## config.mk

```make
export PLATFORM = sky130hd
export DESIGN_NAME = xfts_seq
export DESIGN_NICKNAME = d
export VERILOG_FILES = /design/src/xfts_pkg.sv /design/src/xfts_stream_if.sv /design/src/xfts_fifo.sv /design/src/xfts_seq.sv
export SDC_FILE = /design/constraint.sdc
export NUM_CORES = 2
export LEC_CHECK = 0
export BUFFER_PORTS_ARGS = -buffer_cell sky130_fd_sc_hd__buf_4
export CAP_MARGIN = 20
export CORE_MARGIN = 3
export CORE_UTILIZATION = 50
export CTS_BUF_LIST = sky130_fd_sc_hd__clkbuf_4 sky130_fd_sc_hd__clkbuf_8
export DETAILED_ROUTE_END_ITERATION = 10
export HOLD_SLACK_MARGIN = 0.06
export PLACE_DENSITY_LB_ADDON = 0.12
export SLEW_MARGIN = 15
export SYNTH_ARGS = -nofsm -noshare
export SYNTH_HDL_FRONTEND = slang
export SYNTH_SLANG_ARGS = --single-unit
```

## constraint.sdc

```tcl
create_clock -name ref_clk -period 8 [get_ports ref_clk]
set_input_delay 0 -clock ref_clk [delete_from_list [all_inputs] [get_ports ref_clk]]
set_output_delay 0 -clock ref_clk [all_outputs]
set_load 0.01 [all_outputs]
```

## src/xfts_pkg.sv

```systemverilog
// Constants and types shared by the frame timing sequencer.
// Assumes a 100 MHz ref_clk; every time below is counted on it.
package xfts_pkg;

   // Clock rate
   localparam int          CLK_MHZ    = 100;
   localparam logic [31:0] CYC_PER_MS = 32'(CLK_MHZ * 1000);

   // Timing modes
   localparam logic [1:0] MODE_FREE  = 2'h0;
   localparam logic [1:0] MODE_EXT   = 2'h1;
   localparam logic [1:0] MODE_SHUT2 = 2'h2;
   localparam logic [1:0] MODE_SHUT3 = 2'h3;

   // Times in milliseconds and microseconds
   localparam logic [15:0] READ_MS  = 16'h021C;  // 540 ms full readout
   localparam logic [15:0] CLEAR_MS = 16'h008C;  // 140 ms clearing scan
   localparam logic [15:0] MIN2_MS  = 16'h0096;  // 150 ms mode 2 floor
   localparam logic [15:0] MAX_MS   = 16'h82DC;  // 33500 ms ceiling
   localparam logic [15:0] MIN_MS   = 16'h0001;  // Avoids a zero period
   localparam int          GRST_US  = 10;
   localparam logic [31:0] GRST_CYC = 32'(GRST_US * CLK_MHZ);

   // Pixel widths and correction
   localparam int          ADC_W   = 12;
   localparam int          OFS_W   = 8;
   localparam logic [11:0] ADC_MAX = 12'hFFF;
   localparam logic [7:0]  OFS_MAX = 8'hFF;
   localparam logic [11:0] PED     = 12'h00A;   // 10 converter_count_unit

   // Array geometry: two sections grow outward from the centre row
   localparam int          ROWS   = 16;
   localparam int          HALF   = 8;
   localparam int          COLS   = 16;
   localparam int          ROW_W  = 3;
   localparam int          POS_W  = 4;
   localparam int          COL_W  = 4;
   localparam int          ADDR_W = 8;
   localparam int          WORD_W = ADDR_W + ADC_W;
   localparam int          FIFO_DEPTH = 8;
   localparam int          PV_W   = 128;
   localparam int          PV_H   = 124;

   // Sequencer states
   typedef enum logic [2:0] {
      ST_IDLE,
      ST_GRST,
      ST_CLEAR,
      ST_INTEG,
      ST_READ
   } xfts_state_t;

endpackage

```

## src/xfts_stream_if.sv

```systemverilog
// Valid/ready word stream between the sequencer and its FIFO.
// Assumes both ends sit on the same clock.
`timescale 1ns/1ps
`default_nettype none
interface xfts_stream_if #(parameter int W = 20);
   logic         valid;
   logic         ready;
   logic [W-1:0] data;
   modport src (output valid, output data, input ready);
   modport snk (input valid, input data, output ready);
endinterface
`default_nettype wire

```

## src/xfts_fifo.sv

```systemverilog
// Synchronous FIFO with valid/ready on both sides.
// Assumes one clock; the reader may stall to fill it.
`timescale 1ns/1ps
`default_nettype none
module xfts_fifo #(
   parameter int W     = 20,
   parameter int DEPTH = 8
) (
   // Clock and reset
   input  wire logic ref_clk,
   input  wire logic sys_rst,
   // Streams
   xfts_stream_if.snk wr,
   xfts_stream_if.src rd
);
   import xfts_pkg::*;
   localparam int AW = $clog2(DEPTH);

   typedef struct packed {
      logic [DEPTH-1:0][W-1:0] mem;
      logic [AW:0]             wp;
      logic [AW:0]             rp;
   } xfts_fifo_t;

   xfts_fifo_t r_reg;
   xfts_fifo_t r_next;
   logic       full;
   logic       empty;

   // Pointer wrap bit tells full from empty
   assign full  = (r_reg.wp[AW] != r_reg.rp[AW]) && (r_reg.wp[AW-1:0] == r_reg.rp[AW-1:0]);
   assign empty = (r_reg.wp == r_reg.rp);
   assign wr.ready = !full;
   assign rd.valid = !empty;
   assign rd.data  = r_reg.mem[r_reg.rp[AW-1:0]];

   // Push and pop may happen in one cycle
   always_comb begin
      r_next = r_reg;
      if (wr.valid && !full) begin
         r_next.mem[r_reg.wp[AW-1:0]] = wr.data;
         r_next.wp = r_reg.wp + 1'b1;
      end
      if (rd.ready && !empty) begin
         r_next.rp = r_reg.rp + 1'b1;
      end
   end

   always_ff @(posedge ref_clk or posedge sys_rst) begin
      if (sys_rst) begin
         r_reg <= '0;
      end else begin
         r_reg <= r_next;
      end
   end

   a_fifo_full: assert property (@(posedge ref_clk) disable iff (sys_rst)
      (wr.valid && full) |=> $stable(r_reg.wp))
      else $error("fifo accepted a word while full");
   c_fifo_fills: cover property (@(posedge ref_clk) disable iff (sys_rst) full);
endmodule
`default_nettype wire

```

## src/xfts_seq.sv

```systemverilog
// Frame timing and readout sequencer for a photodiode-array camera.
// Assumes ADC samples arrive on ref_clk; trigger pin is asynchronous.
`timescale 1ns/1ps
`default_nettype none
// Functional notes
// - Digitize 12 bits, place sections in image.
// - Mode 0 restarts readout each integration period.
// - Full readout scan takes 540 ms.
// - Short mode 0 period gives partial frame.
// - Scan from centre row outward both ways.
// - Reset each row as it is read.
// - Scan continuously; store next frame on save.
// - Integration time capped at 33.5 seconds.
// - External rising edge starts each readout.
// - Shutter trigger: reset, integrate, then read.
// - Mode 2: 10 us reset plus 140 ms clear.
// - Mode 3 skips the clearing scan.
// - Sync output high only during readout; frame_sync_out is also high during the mode 2 clearing scan.
// - Integration setting ignored in external mode.
// - Mode 2 integration at least 150 ms.
// - Offset frame saturates pixels to 255.
// - Corrected pixels get plus ten counts.
// - Correction only after offset frame stored.
// - Preview invalid until a frame is stored.
module xfts_seq #(
   parameter logic [31:0] MS_CYC = xfts_pkg::CYC_PER_MS
) (
   // Clock and reset
   input  wire logic                        ref_clk,
   input  wire logic                        sys_rst,
   // Host controls
   input  wire logic [1:0]                  mode,
   input  wire logic [15:0]                 integ_ms,
   input  wire logic                        save_req,
   input  wire logic                        ofs_req,
   input  wire logic                        corr_en,
   input  wire logic                        sw_trig,
   // Trigger pin
   input  wire logic                        ext_sync_in,
   // Converter samples, upper and lower section
   input  wire logic [xfts_pkg::ADC_W-1:0]  adc_up,
   input  wire logic [xfts_pkg::ADC_W-1:0]  adc_dn,
   // Array control
   output logic                             frame_sync_out,
   output logic                             arr_grst,
   output logic                             row_rst,
   output logic [xfts_pkg::POS_W-1:0]       row_up_sel,
   output logic [xfts_pkg::POS_W-1:0]       row_dn_sel,
   // Frame memory write stream
   output logic                             mem_valid,
   input  wire logic                        mem_ready,
   output logic [xfts_pkg::ADDR_W-1:0]      mem_addr,
   output logic [xfts_pkg::ADC_W-1:0]       mem_data,
   output logic [7:0]                       mem_pv_byte,
   // Status
   output logic                             frame_valid,
   output logic                             ofs_valid,
   output logic                             preview_valid,
   output logic                             corr_active,
   output logic                             busy
);
   import xfts_pkg::*;

   // Row dwell times for the normal and the clearing scan
   localparam logic [31:0] READ_ROW = 32'(READ_MS * MS_CYC / HALF);
   localparam logic [31:0] CLR_ROW  = 32'(CLEAR_MS * MS_CYC / HALF);
   localparam logic [ROW_W-1:0] ROW_LAST = ROW_W'(HALF - 1);
   localparam logic [COL_W-1:0] COL_LAST = COL_W'(COLS - 1);

   typedef struct packed {
      xfts_state_t      st;
      logic [31:0]      tmr;
      logic [31:0]      per;
      logic [ROW_W-1:0] row;
      logic [COL_W-1:0] col;
      logic             sec;
      logic             cols_done;
      logic             fast;
      logic             store;
      logic             ofs_run;
      logic             save_pend;
      logic             ofs_pend;
      logic             frame_valid;
      logic             ofs_valid;
      logic             row_rst;
      logic             grst;
      logic [2:0]       sync;
   } xfts_seq_t;

   xfts_seq_t r_reg, r_next;

   // Offset frame, one byte per pixel; no reset needed
   logic [OFS_W-1:0] ofs_mem [ROWS*COLS];
   xfts_stream_if #(.W(WORD_W)) in_s (), out_s ();

   logic               trig_edge, scanning, push_v, adv, ofs_we;
   logic [15:0]        ms_lim;
   logic [31:0]        integ_cyc, row_len;
   logic [POS_W-1:0]   pos;
   logic [ADDR_W-1:0]  addr;
   logic [ADC_W-1:0]   sample, corr_pix, pix;
   logic [OFS_W-1:0]   ofs, ofs_wdata;
   logic signed [13:0] diff;
   // Edge seen on the second and third flops only
   assign trig_edge = r_reg.sync[1] && !r_reg.sync[2];

   // Integration setting, clamped; the external mode never reads it
   always_comb begin
      ms_lim = (integ_ms > MAX_MS) ? MAX_MS : integ_ms;
      if (mode == MODE_SHUT2 && ms_lim < MIN2_MS) begin
         ms_lim = MIN2_MS;
      end
      if (ms_lim < MIN_MS) begin
         ms_lim = MIN_MS;
      end
   end
   assign integ_cyc = 32'(48'(ms_lim) * 48'(MS_CYC));
   assign row_len   = r_reg.fast ? CLR_ROW : READ_ROW;

   // Pixel position: upper section walks up, lower walks down
   assign pos    = r_reg.sec ? POS_W'(HALF) + {1'b0, r_reg.row}
                             : POS_W'(HALF - 1) - {1'b0, r_reg.row};
   assign addr   = {pos, r_reg.col};
   assign sample = r_reg.sec ? adc_dn : adc_up;
   assign ofs    = ofs_mem[addr];

   // Offset saturation and pedestal-shifted subtraction
   assign ofs_wdata = (sample > {4'h0, OFS_MAX}) ? OFS_MAX : sample[7:0];
   assign diff = $signed({2'b00, sample}) + $signed({2'b00, PED})
               - $signed({6'h00, ofs});
   always_comb begin
      if (diff < 0) begin
         corr_pix = 12'h000;
      end else if (diff > $signed({2'b00, ADC_MAX})) begin
         corr_pix = ADC_MAX;
      end else begin
         corr_pix = diff[11:0];
      end
   end
   assign corr_active = corr_en && r_reg.ofs_valid;
   assign pix = corr_active ? corr_pix : sample;

   // Sampling stalls while the FIFO is full, so no pixel is dropped
   assign scanning = (r_reg.st == ST_READ) && !r_reg.cols_done;
   assign push_v   = scanning && r_reg.store && !r_reg.ofs_run;
   assign ofs_we   = scanning && r_reg.store && r_reg.ofs_run;
   assign adv      = scanning && (!push_v || in_s.ready);
   assign in_s.valid = push_v;
   assign in_s.data  = {addr, pix};

   // Readout start; pending save or offset requests pick the frame
   function automatic xfts_seq_t start_rd(input xfts_seq_t s, input logic keep);
      start_rd = s;
      start_rd.st        = ST_READ;
      start_rd.tmr       = 32'h0;
      start_rd.row       = '0;
      start_rd.col       = '0;
      start_rd.sec       = 1'b0;
      start_rd.cols_done = 1'b0;
      start_rd.fast      = 1'b0;
      start_rd.grst      = 1'b0;
      start_rd.store     = keep || s.save_pend || s.ofs_pend;
      start_rd.ofs_run   = s.ofs_pend;
      start_rd.ofs_pend  = 1'b0;
      start_rd.save_pend = s.save_pend && s.ofs_pend;
   endfunction

   // Sequencer next state
   always_comb begin
      r_next = r_reg;
      r_next.row_rst = 1'b0;
      r_next.sync = {r_reg.sync[1:0], ext_sync_in};
      case (r_reg.st)
         ST_IDLE: begin
            if (mode == MODE_EXT && trig_edge) begin
               r_next = start_rd(r_next, 1'b0);
            end else if (mode[1] && (trig_edge || sw_trig)) begin
               r_next.st   = ST_GRST;
               r_next.tmr  = 32'h0;
               r_next.grst = 1'b1;
            end
         end
         ST_GRST: begin
            r_next.tmr = r_reg.tmr + 32'h1;
            if (r_reg.tmr >= GRST_CYC - 32'h1) begin
               r_next.grst = 1'b0;
               r_next.tmr  = 32'h0;
               if (mode == MODE_SHUT2) begin
                  r_next.st        = ST_CLEAR;
                  r_next.row       = '0;
                  r_next.fast      = 1'b1;
                  r_next.cols_done = 1'b1;
               end else begin
                  r_next.st = ST_INTEG;
               end
            end
         end
         ST_INTEG: begin
            r_next.tmr = r_reg.tmr + 32'h1;
            if (!mode[1]) begin
               r_next.st = ST_IDLE;
            end else if (r_reg.tmr >= integ_cyc - 32'h1) begin
               r_next = start_rd(r_next, 1'b1);
            end
         end
         ST_CLEAR, ST_READ: begin
            r_next.tmr = r_reg.tmr + 32'h1;
            // Two sections per column, upper first
            if (adv) begin
               if (r_reg.sec) begin
                  r_next.sec = 1'b0;
                  if (r_reg.col == COL_LAST) begin
                     r_next.cols_done = 1'b1;
                  end else begin
                     r_next.col = r_reg.col + 1'b1;
                  end
               end else begin
                  r_next.sec = 1'b1;
               end
            end
            // Row ends when its dwell is over and its pixels are taken
            if (r_reg.tmr >= row_len - 32'h1 && r_reg.cols_done) begin
               r_next.row_rst   = 1'b1;
               r_next.tmr       = 32'h0;
               r_next.col       = '0;
               r_next.sec       = 1'b0;
               r_next.cols_done = r_reg.fast;
               if (r_reg.row == ROW_LAST) begin
                  if (r_reg.fast) begin
                     r_next.st   = ST_INTEG;
                     r_next.fast = 1'b0;
                  end else begin
                     r_next.st    = ST_IDLE;
                     r_next.store = 1'b0;
                     if (r_reg.store && r_reg.ofs_run) begin
                        r_next.ofs_valid = 1'b1;
                     end else if (r_reg.store) begin
                        r_next.frame_valid = 1'b1;
                     end
                  end
               end else begin
                  r_next.row = r_reg.row + 1'b1;
               end
            end
         end
         default: begin
            r_next.st = ST_IDLE;
         end
      endcase
      // Free-running period cuts any scan short; with a period shorter than a scan only centre rows update
      if (mode == MODE_FREE) begin
         r_next.per = r_reg.per + 32'h1;
         if (r_reg.per >= integ_cyc - 32'h1) begin
            r_next.per = 32'h0;
            if (r_reg.st == ST_READ && r_reg.store) begin
               r_next.frame_valid = r_reg.frame_valid || !r_reg.ofs_run;
               r_next.ofs_valid   = r_reg.ofs_valid || r_reg.ofs_run;
            end
            r_next = start_rd(r_next, 1'b0);
         end
      end else begin
         r_next.per = 32'h0;
      end
      // A request in the cycle it is consumed stays pending
      if (save_req) begin
         r_next.save_pend = 1'b1;
      end
      if (ofs_req) begin
         r_next.ofs_pend = 1'b1;
      end
   end

   always_ff @(posedge ref_clk or posedge sys_rst) begin
      if (sys_rst) begin
         r_reg <= '0;
      end else begin
         r_reg <= r_next;
      end
   end

   // Offset frame store
   always_ff @(posedge ref_clk) begin
      if (ofs_we && adv) begin
         ofs_mem[addr] <= ofs_wdata;
      end
   end

   // Eight words absorb short stalls of the memory side
   xfts_fifo #(
      .W     (WORD_W),
      .DEPTH (FIFO_DEPTH)
   ) u_fifo (
      .ref_clk (ref_clk),
      .sys_rst (sys_rst),
      .wr      (in_s.snk),
      .rd      (out_s.src)
   );

   // Outputs
   assign frame_sync_out = (r_reg.st == ST_READ) || (r_reg.st == ST_CLEAR);
   assign arr_grst       = r_reg.grst;
   assign row_rst        = r_reg.row_rst;
   assign row_up_sel     = POS_W'(HALF - 1) - {1'b0, r_reg.row};
   assign row_dn_sel     = POS_W'(HALF) + {1'b0, r_reg.row};
   assign mem_valid      = out_s.valid;
   assign out_s.ready    = mem_ready;
   assign mem_addr       = out_s.data[WORD_W-1:ADC_W];
   assign mem_data       = out_s.data[ADC_W-1:0];
   assign mem_pv_byte    = out_s.data[ADC_W-1:ADC_W-8];
   assign frame_valid    = r_reg.frame_valid;
   assign ofs_valid      = r_reg.ofs_valid;
   assign preview_valid  = r_reg.frame_valid;
   assign busy           = (r_reg.st != ST_IDLE);

   // Checking helpers: length of the global reset pulse
   logic [31:0] grst_len;
   always_ff @(posedge ref_clk or posedge sys_rst) begin
      if (sys_rst) begin
         grst_len <= 32'h0;
      end else if (r_reg.grst) begin
         grst_len <= grst_len + 32'h1;
      end else begin
         grst_len <= 32'h0;
      end
   end

   a_grst_width: assert property (@(posedge ref_clk) disable iff (sys_rst)
      $fell(arr_grst) |-> (grst_len == GRST_CYC))
      else $error("global reset pulse has the wrong length");
   a_mode2_clears: assert property (@(posedge ref_clk) disable iff (sys_rst)
      ($fell(arr_grst) && $past(mode) == MODE_SHUT2) |-> r_reg.st == ST_CLEAR)
      else $error("mode 2 skipped the clearing scan");
   a_mode3_noclear: assert property (@(posedge ref_clk) disable iff (sys_rst)
      ($fell(arr_grst) && $past(mode) == MODE_SHUT3) |-> r_reg.st == ST_INTEG)
      else $error("mode 3 did not go straight to integration");
   a_ext_edge: assert property (@(posedge ref_clk) disable iff (sys_rst)
      (mode == MODE_EXT && r_reg.st == ST_IDLE && trig_edge) |=> r_reg.st == ST_READ)
      else $error("external edge did not start a readout");
   a_trig_ignored: assert property (@(posedge ref_clk) disable iff (sys_rst)
      (r_reg.st == ST_READ && mode != MODE_FREE && (sw_trig || trig_edge))
         |=> (r_reg.st != ST_GRST) && (r_reg.tmr != 32'h0 || r_reg.row_rst))
      else $error("trigger restarted a running sequence");
   a_row_in_read: assert property (@(posedge ref_clk) disable iff (sys_rst)
      row_rst |-> $past(frame_sync_out) && !arr_grst)
      else $error("row reset outside a readout");
   a_corr_gate: assert property (@(posedge ref_clk) disable iff (sys_rst)
      $rose(ofs_valid) |-> $past(r_reg.store) && $past(r_reg.ofs_run))
      else $error("offset frame flagged without an offset scan");
   a_pedestal: assert property (@(posedge ref_clk) disable iff (sys_rst)
      (push_v && corr_active && sample >= {4'h0, ofs})
         |-> in_s.data[ADC_W-1:0] == ADC_W'(sample + PED - {4'h0, ofs})
          || in_s.data[ADC_W-1:0] == ADC_MAX)
      else $error("corrected pixel lacks the pedestal");
   a_integ_max: assert property (@(posedge ref_clk) disable iff (sys_rst)
      integ_cyc <= 32'(48'(MAX_MS) * 48'(MS_CYC)))
      else $error("integration time above ceiling");
   a_mode2_min: assert property (@(posedge ref_clk) disable iff (sys_rst)
      (mode == MODE_SHUT2) |-> integ_cyc >= 32'(48'(MIN2_MS) * 48'(MS_CYC)))
      else $error("mode 2 integration below floor");

   c_shutter_read: cover property (@(posedge ref_clk) disable iff (sys_rst)
      $fell(arr_grst) ##[1:1000] r_reg.st == ST_READ);
   c_ext_start: cover property (@(posedge ref_clk) disable iff (sys_rst)
      mode == MODE_EXT && trig_edge && r_reg.st == ST_IDLE);
   c_frame_stored: cover property (@(posedge ref_clk) disable iff (sys_rst) $rose(frame_valid));
   c_corr_push: cover property (@(posedge ref_clk) disable iff (sys_rst) push_v && corr_active);
endmodule
`default_nettype wire

```

Yosys cells after proc, flatten, opt, wreduce, memory -nomap -nowiden
Memory sizes are Yosys's and may differ from the RTL's.
Cells that the tools add are included.
- flip-flop bits (word level): 256
- memory bits (writable): 2048
- bits of input ports: 50
- output and inout bits: 45
- logic and storage cells: 172
- memories kept: 1
- memory list (memory ; depth ; bits a word ; rd ports ; clocked after memory_dff ; wr ports ; RTL line ; text):
    ofs_mem ; 256 ; 8 ; 1 ; 0 ; 1 ; xfts_seq.sv:93 ; logic [OFS_W-1:0] ofs_mem [ROWS*COLS];
- add/sub/neg operators: 12
- multipliers: 1
- magnitude comparators: 13
- equal/unequal tests: 11
- muxes and demuxes: 70
- reductions and logical operators: 37
- operators by type and width (operator ; number):
    $mux 88 ; 4
    $mux 35 ; 5
    $bwmux 160 ; 1
    $pmux 32 s4 ; 1
    $ge 32x32->1 ; 3
    $mux 85 ; 1
    $add 32x1->32 const B ; 2
    $bmux 20 s3 ; 1
    $demux 20 s3 ; 1
    $mux 12 ; 4
    $mux 16 ; 3
    $mux 20 ; 2
    $ge 32x10->1 const B ; 1
    $mux 32 ; 1
    $sub 32x1->32 const B ; 1
    $mul 16x12->27 const B ; 1
    $pmux 3 s4 ; 2
    $sub 23x1->24 const B ; 1
    $mux 23 ; 1
    $mux 21 ; 1
    $mux 3 ; 7
    $logic_and 1x1->1 ; 20
    $mux 17 ; 1
    $gt 16x16->1 const B ; 1
    other kinds (39) ; 78

Longest topological paths before layout
- depth in word-level cells: 19
- mapped depth: 42
- depth with buffers taken out: 40

By module
From an unflattened synthesis, not the netlist that was laid out.
- cell total of the unflattened synthesis: 5152
- area total of the unflattened synthesis: 98688.4 µm²
- modules (own cells, without submodules) (module ; times used ; cells an instance ; area an instance (µm²) ; sequential area each (µm²)):
    xfts_seq ; 1 ; 4692 ; 90802.1 ; 63701.1
    xfts_fifo ; 1 ; 460 ; 7886.3 ; 4204.0

Worst setup path before layout
Ideal clock, no wire load.
- kind: input to register
- start: input integ_ms[12]
- end: register r_reg[9] (netlist name)
- library setup time: 79 ps
- data arrival time: 9075 ps
- required time: 7921 ps
- slack: -1154 ps
- stages: 40
- path buffers: 1
- cell sequence: nor4_2 -> a21oi_1 -> or2_1 -> nand2_1 -> nand3_1 -> or4_1 -> and2_1 -> nand2b_1 -> ha_1 -> ha_1 -> inv_1 -> fa_1 -> inv_1 -> fa_1 -> inv_1 -> fa_1 -> inv_1 -> ha_1 -> [... 4 more ...] -> or3_1 -> a211o_1 -> or2_2 -> nor2_1 -> xnor2_1 -> ha_1 -> and4_1 -> nand3_1 -> o41a_1 -> o211a_1 -> a21oi_1 -> o21ai_0 -> o311ai_0 -> o311ai_0 -> and4_1 -> a2111oi_0 -> or3b_4 -> mux2i_1
- RTL lines (element ; RTL line ; text):
    from (decl) ; xfts_seq.sv:33 ; input wire logic [15:0] integ_ms,
    to (signal assigned) ; xfts_seq.sv:277 ; r_reg <= r_next;
    to (decl) ; xfts_seq.sv:90 ; xfts_seq_t r_reg, r_next;

==> metrics.md <==
| Metric | Value |
|---|---|
| Class of the worst hold path | primary input to register |
| Main area contributors after synthesis | edfxtp_1, mux4_2, dfrtp_1 |
| Maxcap violations | 0 |
| Top routing layer in use | met5 |
| Drt first pass iters | 5 |
| Final Core Density | 57.7% |
| Nets@finish | 6268 |
| Share of synthesized cell area in and, or, nand and nor gates | 4.32% |
| X dimension of the die | 450 µm |
| Achievable clock frequency | 131 MHz |
| Register area share after synthesis | 68.9% |
| Sum of met2 wire segment lengths after detailed routing | 120000 µm |
| Number of cells on the worst reg-to-reg path | 23 |
| Crit Reg-Reg Startpoint | addr[0] |
| Final period util | 95.4% |
| Global routing usage summed across all routing layers | 24.6% |
| Hpwl dp | 152000 µm |
| Worst Hold Path Cells | 3 |
| Maximum number of pins on one net before global-route repair | 173 |
| Clock tree from TritonCTS | built |
| Syn Nets | 5684 |
| Initial standard-cell utilization of the core | 50.4% |
| Slew headroom | 20.0% |
| Number of enable-type register cells in the synthesized netlist | 2048 |
| Setup tns final | 0 ns |
| Via total after detailed routing | 53.1k |
| Number of storage elements in the synthesis netlist | 2304 |
| Growth of design area from synthesis to finish | 14.5% |
| Largest delay contributor family on the critical path | compound AO/OA/AOI/OAI gates |
| Number of buffers inserted by port buffering | 92 |
| Tmin final | 7.63 ns |
| Warnings from Yosys | 0 |
| Type of the setup path with the least slack | primary input to register |
| Category of the worst setup path launch point | primary input |
| Status | finished, final reports clean |
| Launch point of the worst hold path | adc_dn[0] |
| CTS Root Cell | clkbuf_8 |
| Xor-xnor portion of the synthesized cell area | 0.888% |
| Worst Path Required | 8.86 ns |
| Critical Path Most Common Cell | fa_1 |
| Residual antenna-violating net count after detailed routing | 0 |
| Post-Synth Adder-Cell Area | 3.39% |
| Area occupied by multi-input gates | 29200 µm² |
| Transition at the pin with the smallest max-transition slack | 1.20 ns |
| Longest individual stage delay on the worst path | 0.49 ns |
| Mean number of vias per cell | 5.97 |
| Leak Pwr | 37.3 nW |
| Sum of buffers and inverters on the critical path | 5 |
| Total core area | 195000 µm² |
| Maximum fanout along the worst path | 27 |
| Multiplexer share of the synthesized area | 17.0% |
| Main synth FF type | edfxtp_1 |
| Synthesized-area fraction occupied by ao, oa, aoi and oai cells | 3.49% |
| Mean Syn Cell Area | 18.3 µm² |
| Total count of max-transition violations in the final report | 0 |
| CP arrival | 8.49 ns |
| Sinks on Clock Net | 2304 |
| Kind of capture point of the worst setup path | register |
| Wire length of the first global-routing pass | 367000 µm |
| Share of synthesized flip-flops with an asynchronous set or reset | 11.1% |
| Total gr overflow | 0 |
| Worst-Skew Late Latency | 1.07 ns |
| Standard-cell row count | 162 |
| Combinational family with the most area after synthesis | multiplexers |
| Area share of the largest cell type after synthesis | 62.4% |
| Layout cells sized above 1 | 30.7% |
| Total die area | 202000 µm² |
| CTS Buf Count | 381 |
| Number of library cell types mapped by synthesis | 80 |
| Maximum level of the CTS H-tree | 5 |
| Filler Cells Inserted | 14.8k |
| Overall routed net length | 248000 µm |
| Power consumption | 31.9 mW |
| Final GP Congestion | 0.835 |
| Hold-critical path endpoint | ofs_mem[74][0] |
| CP max-delay cell | fa_1 |
| Biggest area consumer among synthesized cells | edfxtp_1 |
| Worst Hold Margin | 0.0863 ns |
| Flip-flop count of the largest register after layout | 2048 |
| Reg2reg setup slack | 0.78 ns |
| I/O pin count | 95 |
| Sequential Area | 67900 µm² |
| Worst-case setup slack after placement | -0.776 ns |
| Antenna violations before repair | 10 |
| Reg-to-reg critical path endpoint | u_fifo.r_reg[97] |
| Via count of the first global-routing pass | 53.7k |
| Die span in y | 450 µm |
| Mapped Area | 98500 µm² |
| Unrepaired setup endpoints after global routing | false |
| Starting DRC count in detailed routing | 5460 |
| Post-synthesis instance total | 5393 |
| Post-layout worst setup margin | 0.366 ns |
| WL per Instance | 27.9 µm |
| Clock-pin slew on the worst setup and hold paths | 0.06 ns |
| Pwr Density | 283 nW/µm² |
| Setup Skew | 0.0793 ns |
| Number of endpoints failing setup at the final stage | 0 |
| Met3 wire length | 18700 µm |
| Met1 WL | 103000 µm |
| Final Hold Violating Endpoints | 0 |
| Worst ir drop on vdd | 244 µV |
| DRC errors left | 0 |
| Clock Path Buffers | 4 |
-- routing by layer --
layer	GRT usage (%)	up-vias
met5	0	-
met3	4.84	376
met1	35.5	27900
met4	6.49	2
li1	-	22800
met2	38.7	1984
-- worst max-delay path by stage --
stage	start	to	slack, ns	cells past startpoint
after CTS	addr[0]	u_fifo.r_reg[95]	0.20	22
after detailed placement	integ_ms[11]	r_reg[9]	-0.78	39
final	integ_ms[11]	r_reg[55]	0.37	40
after global routing	integ_ms[11]	r_reg[62]	0.01	41
after global placement	integ_ms[11]	r_reg[59]	-0.58	42
after floorplan	integ_ms[11]	r_reg[80]	-0.21	41
-- logic make-up after synthesis --
logic type,count (synthesis)
flops,2304
simple gates,943
mux,768
compound gates,540
buf+inv,496
fa+ha+maj,241
xor+xnor,99
other cells,2
-- through the flow --
step                instances  area [µm²]
floorplan                5393       98800
global placement         8159      105000
detailed placement       8164      105000
CTS                      8871      113000
global route             8881      113000
finish                   8883      113000
-- cell type report --
cell class | count | area share (%)
Antenna cell | 6 | 0.0133
Clock buffer | 518 | 5.63
Clock inverter | 141 | 0.740
Inverter | 183 | 0.622
Multi-Input combinational cell | 2593 | 25.9
Sequential cell | 2304 | 60.2
Tap cell | 2624 | 2.91
Timing Repair Buffer | 514 | 4.01
-- layout by cell type, fill, tap and decap left out, drive strengths merged, types with 9 or more instances in the layout --
cell type / instances
a211o: 9
a211oi: 15
a21o: 38
a21oi: 66
a31oi: 25
and2: 22
and3: 18
buf: 466
clkbuf: 518
clkinv: 126
dfrtp: 256
dlygate4sd3: 48
edfxtp: 2048
fa: 43
ha: 198
inv: 186
mux2: 39
mux2i: 10
mux4: 719
nand2: 282
nand2b: 20
nand3: 70
nand4: 33
nor2: 353
nor2b: 12
nor3: 60
nor4: 21
o211ai: 109
o21ai: 205
o21bai: 10
or2: 13
xnor2: 56
xor2: 43
-- where the power goes --
group / switching (mW) / internal (mW) / total [mW]
sequential: 0.0787 / 13.7 / 13.8
clock: 4.60 / 5.35 / 9.94
combinational: 4.84 / 3.31 / 8.15
total: 9.52 / 22.3 / 31.9
-- cell usage after synthesis, drive strengths merged (56+ instances only) --
cell / n
edfxtp: 2048
mux4: 719
nor2: 353
nand2: 282
dfrtp: 256
clkbuf: 229
o21ai: 205
ha: 198
inv: 181
o211ai: 109
buf: 84
nand3: 70
a21oi: 66
nor3: 60
xnor2: 56
-- tightest hold or removal path, cell delays in order --
cell and delay [ns]:
buf_4 0.08, mux2i_1 0.23, nand2_8 0.48
-- timing repair --
action	CTS	global route
setup buffers	0	3
endpoints found under the hold margin	513	0
resized for setup	0	11
endpoints found under the setup margin	0	47
hold buffers	48	0
Power figures use the tool's default switching activity.
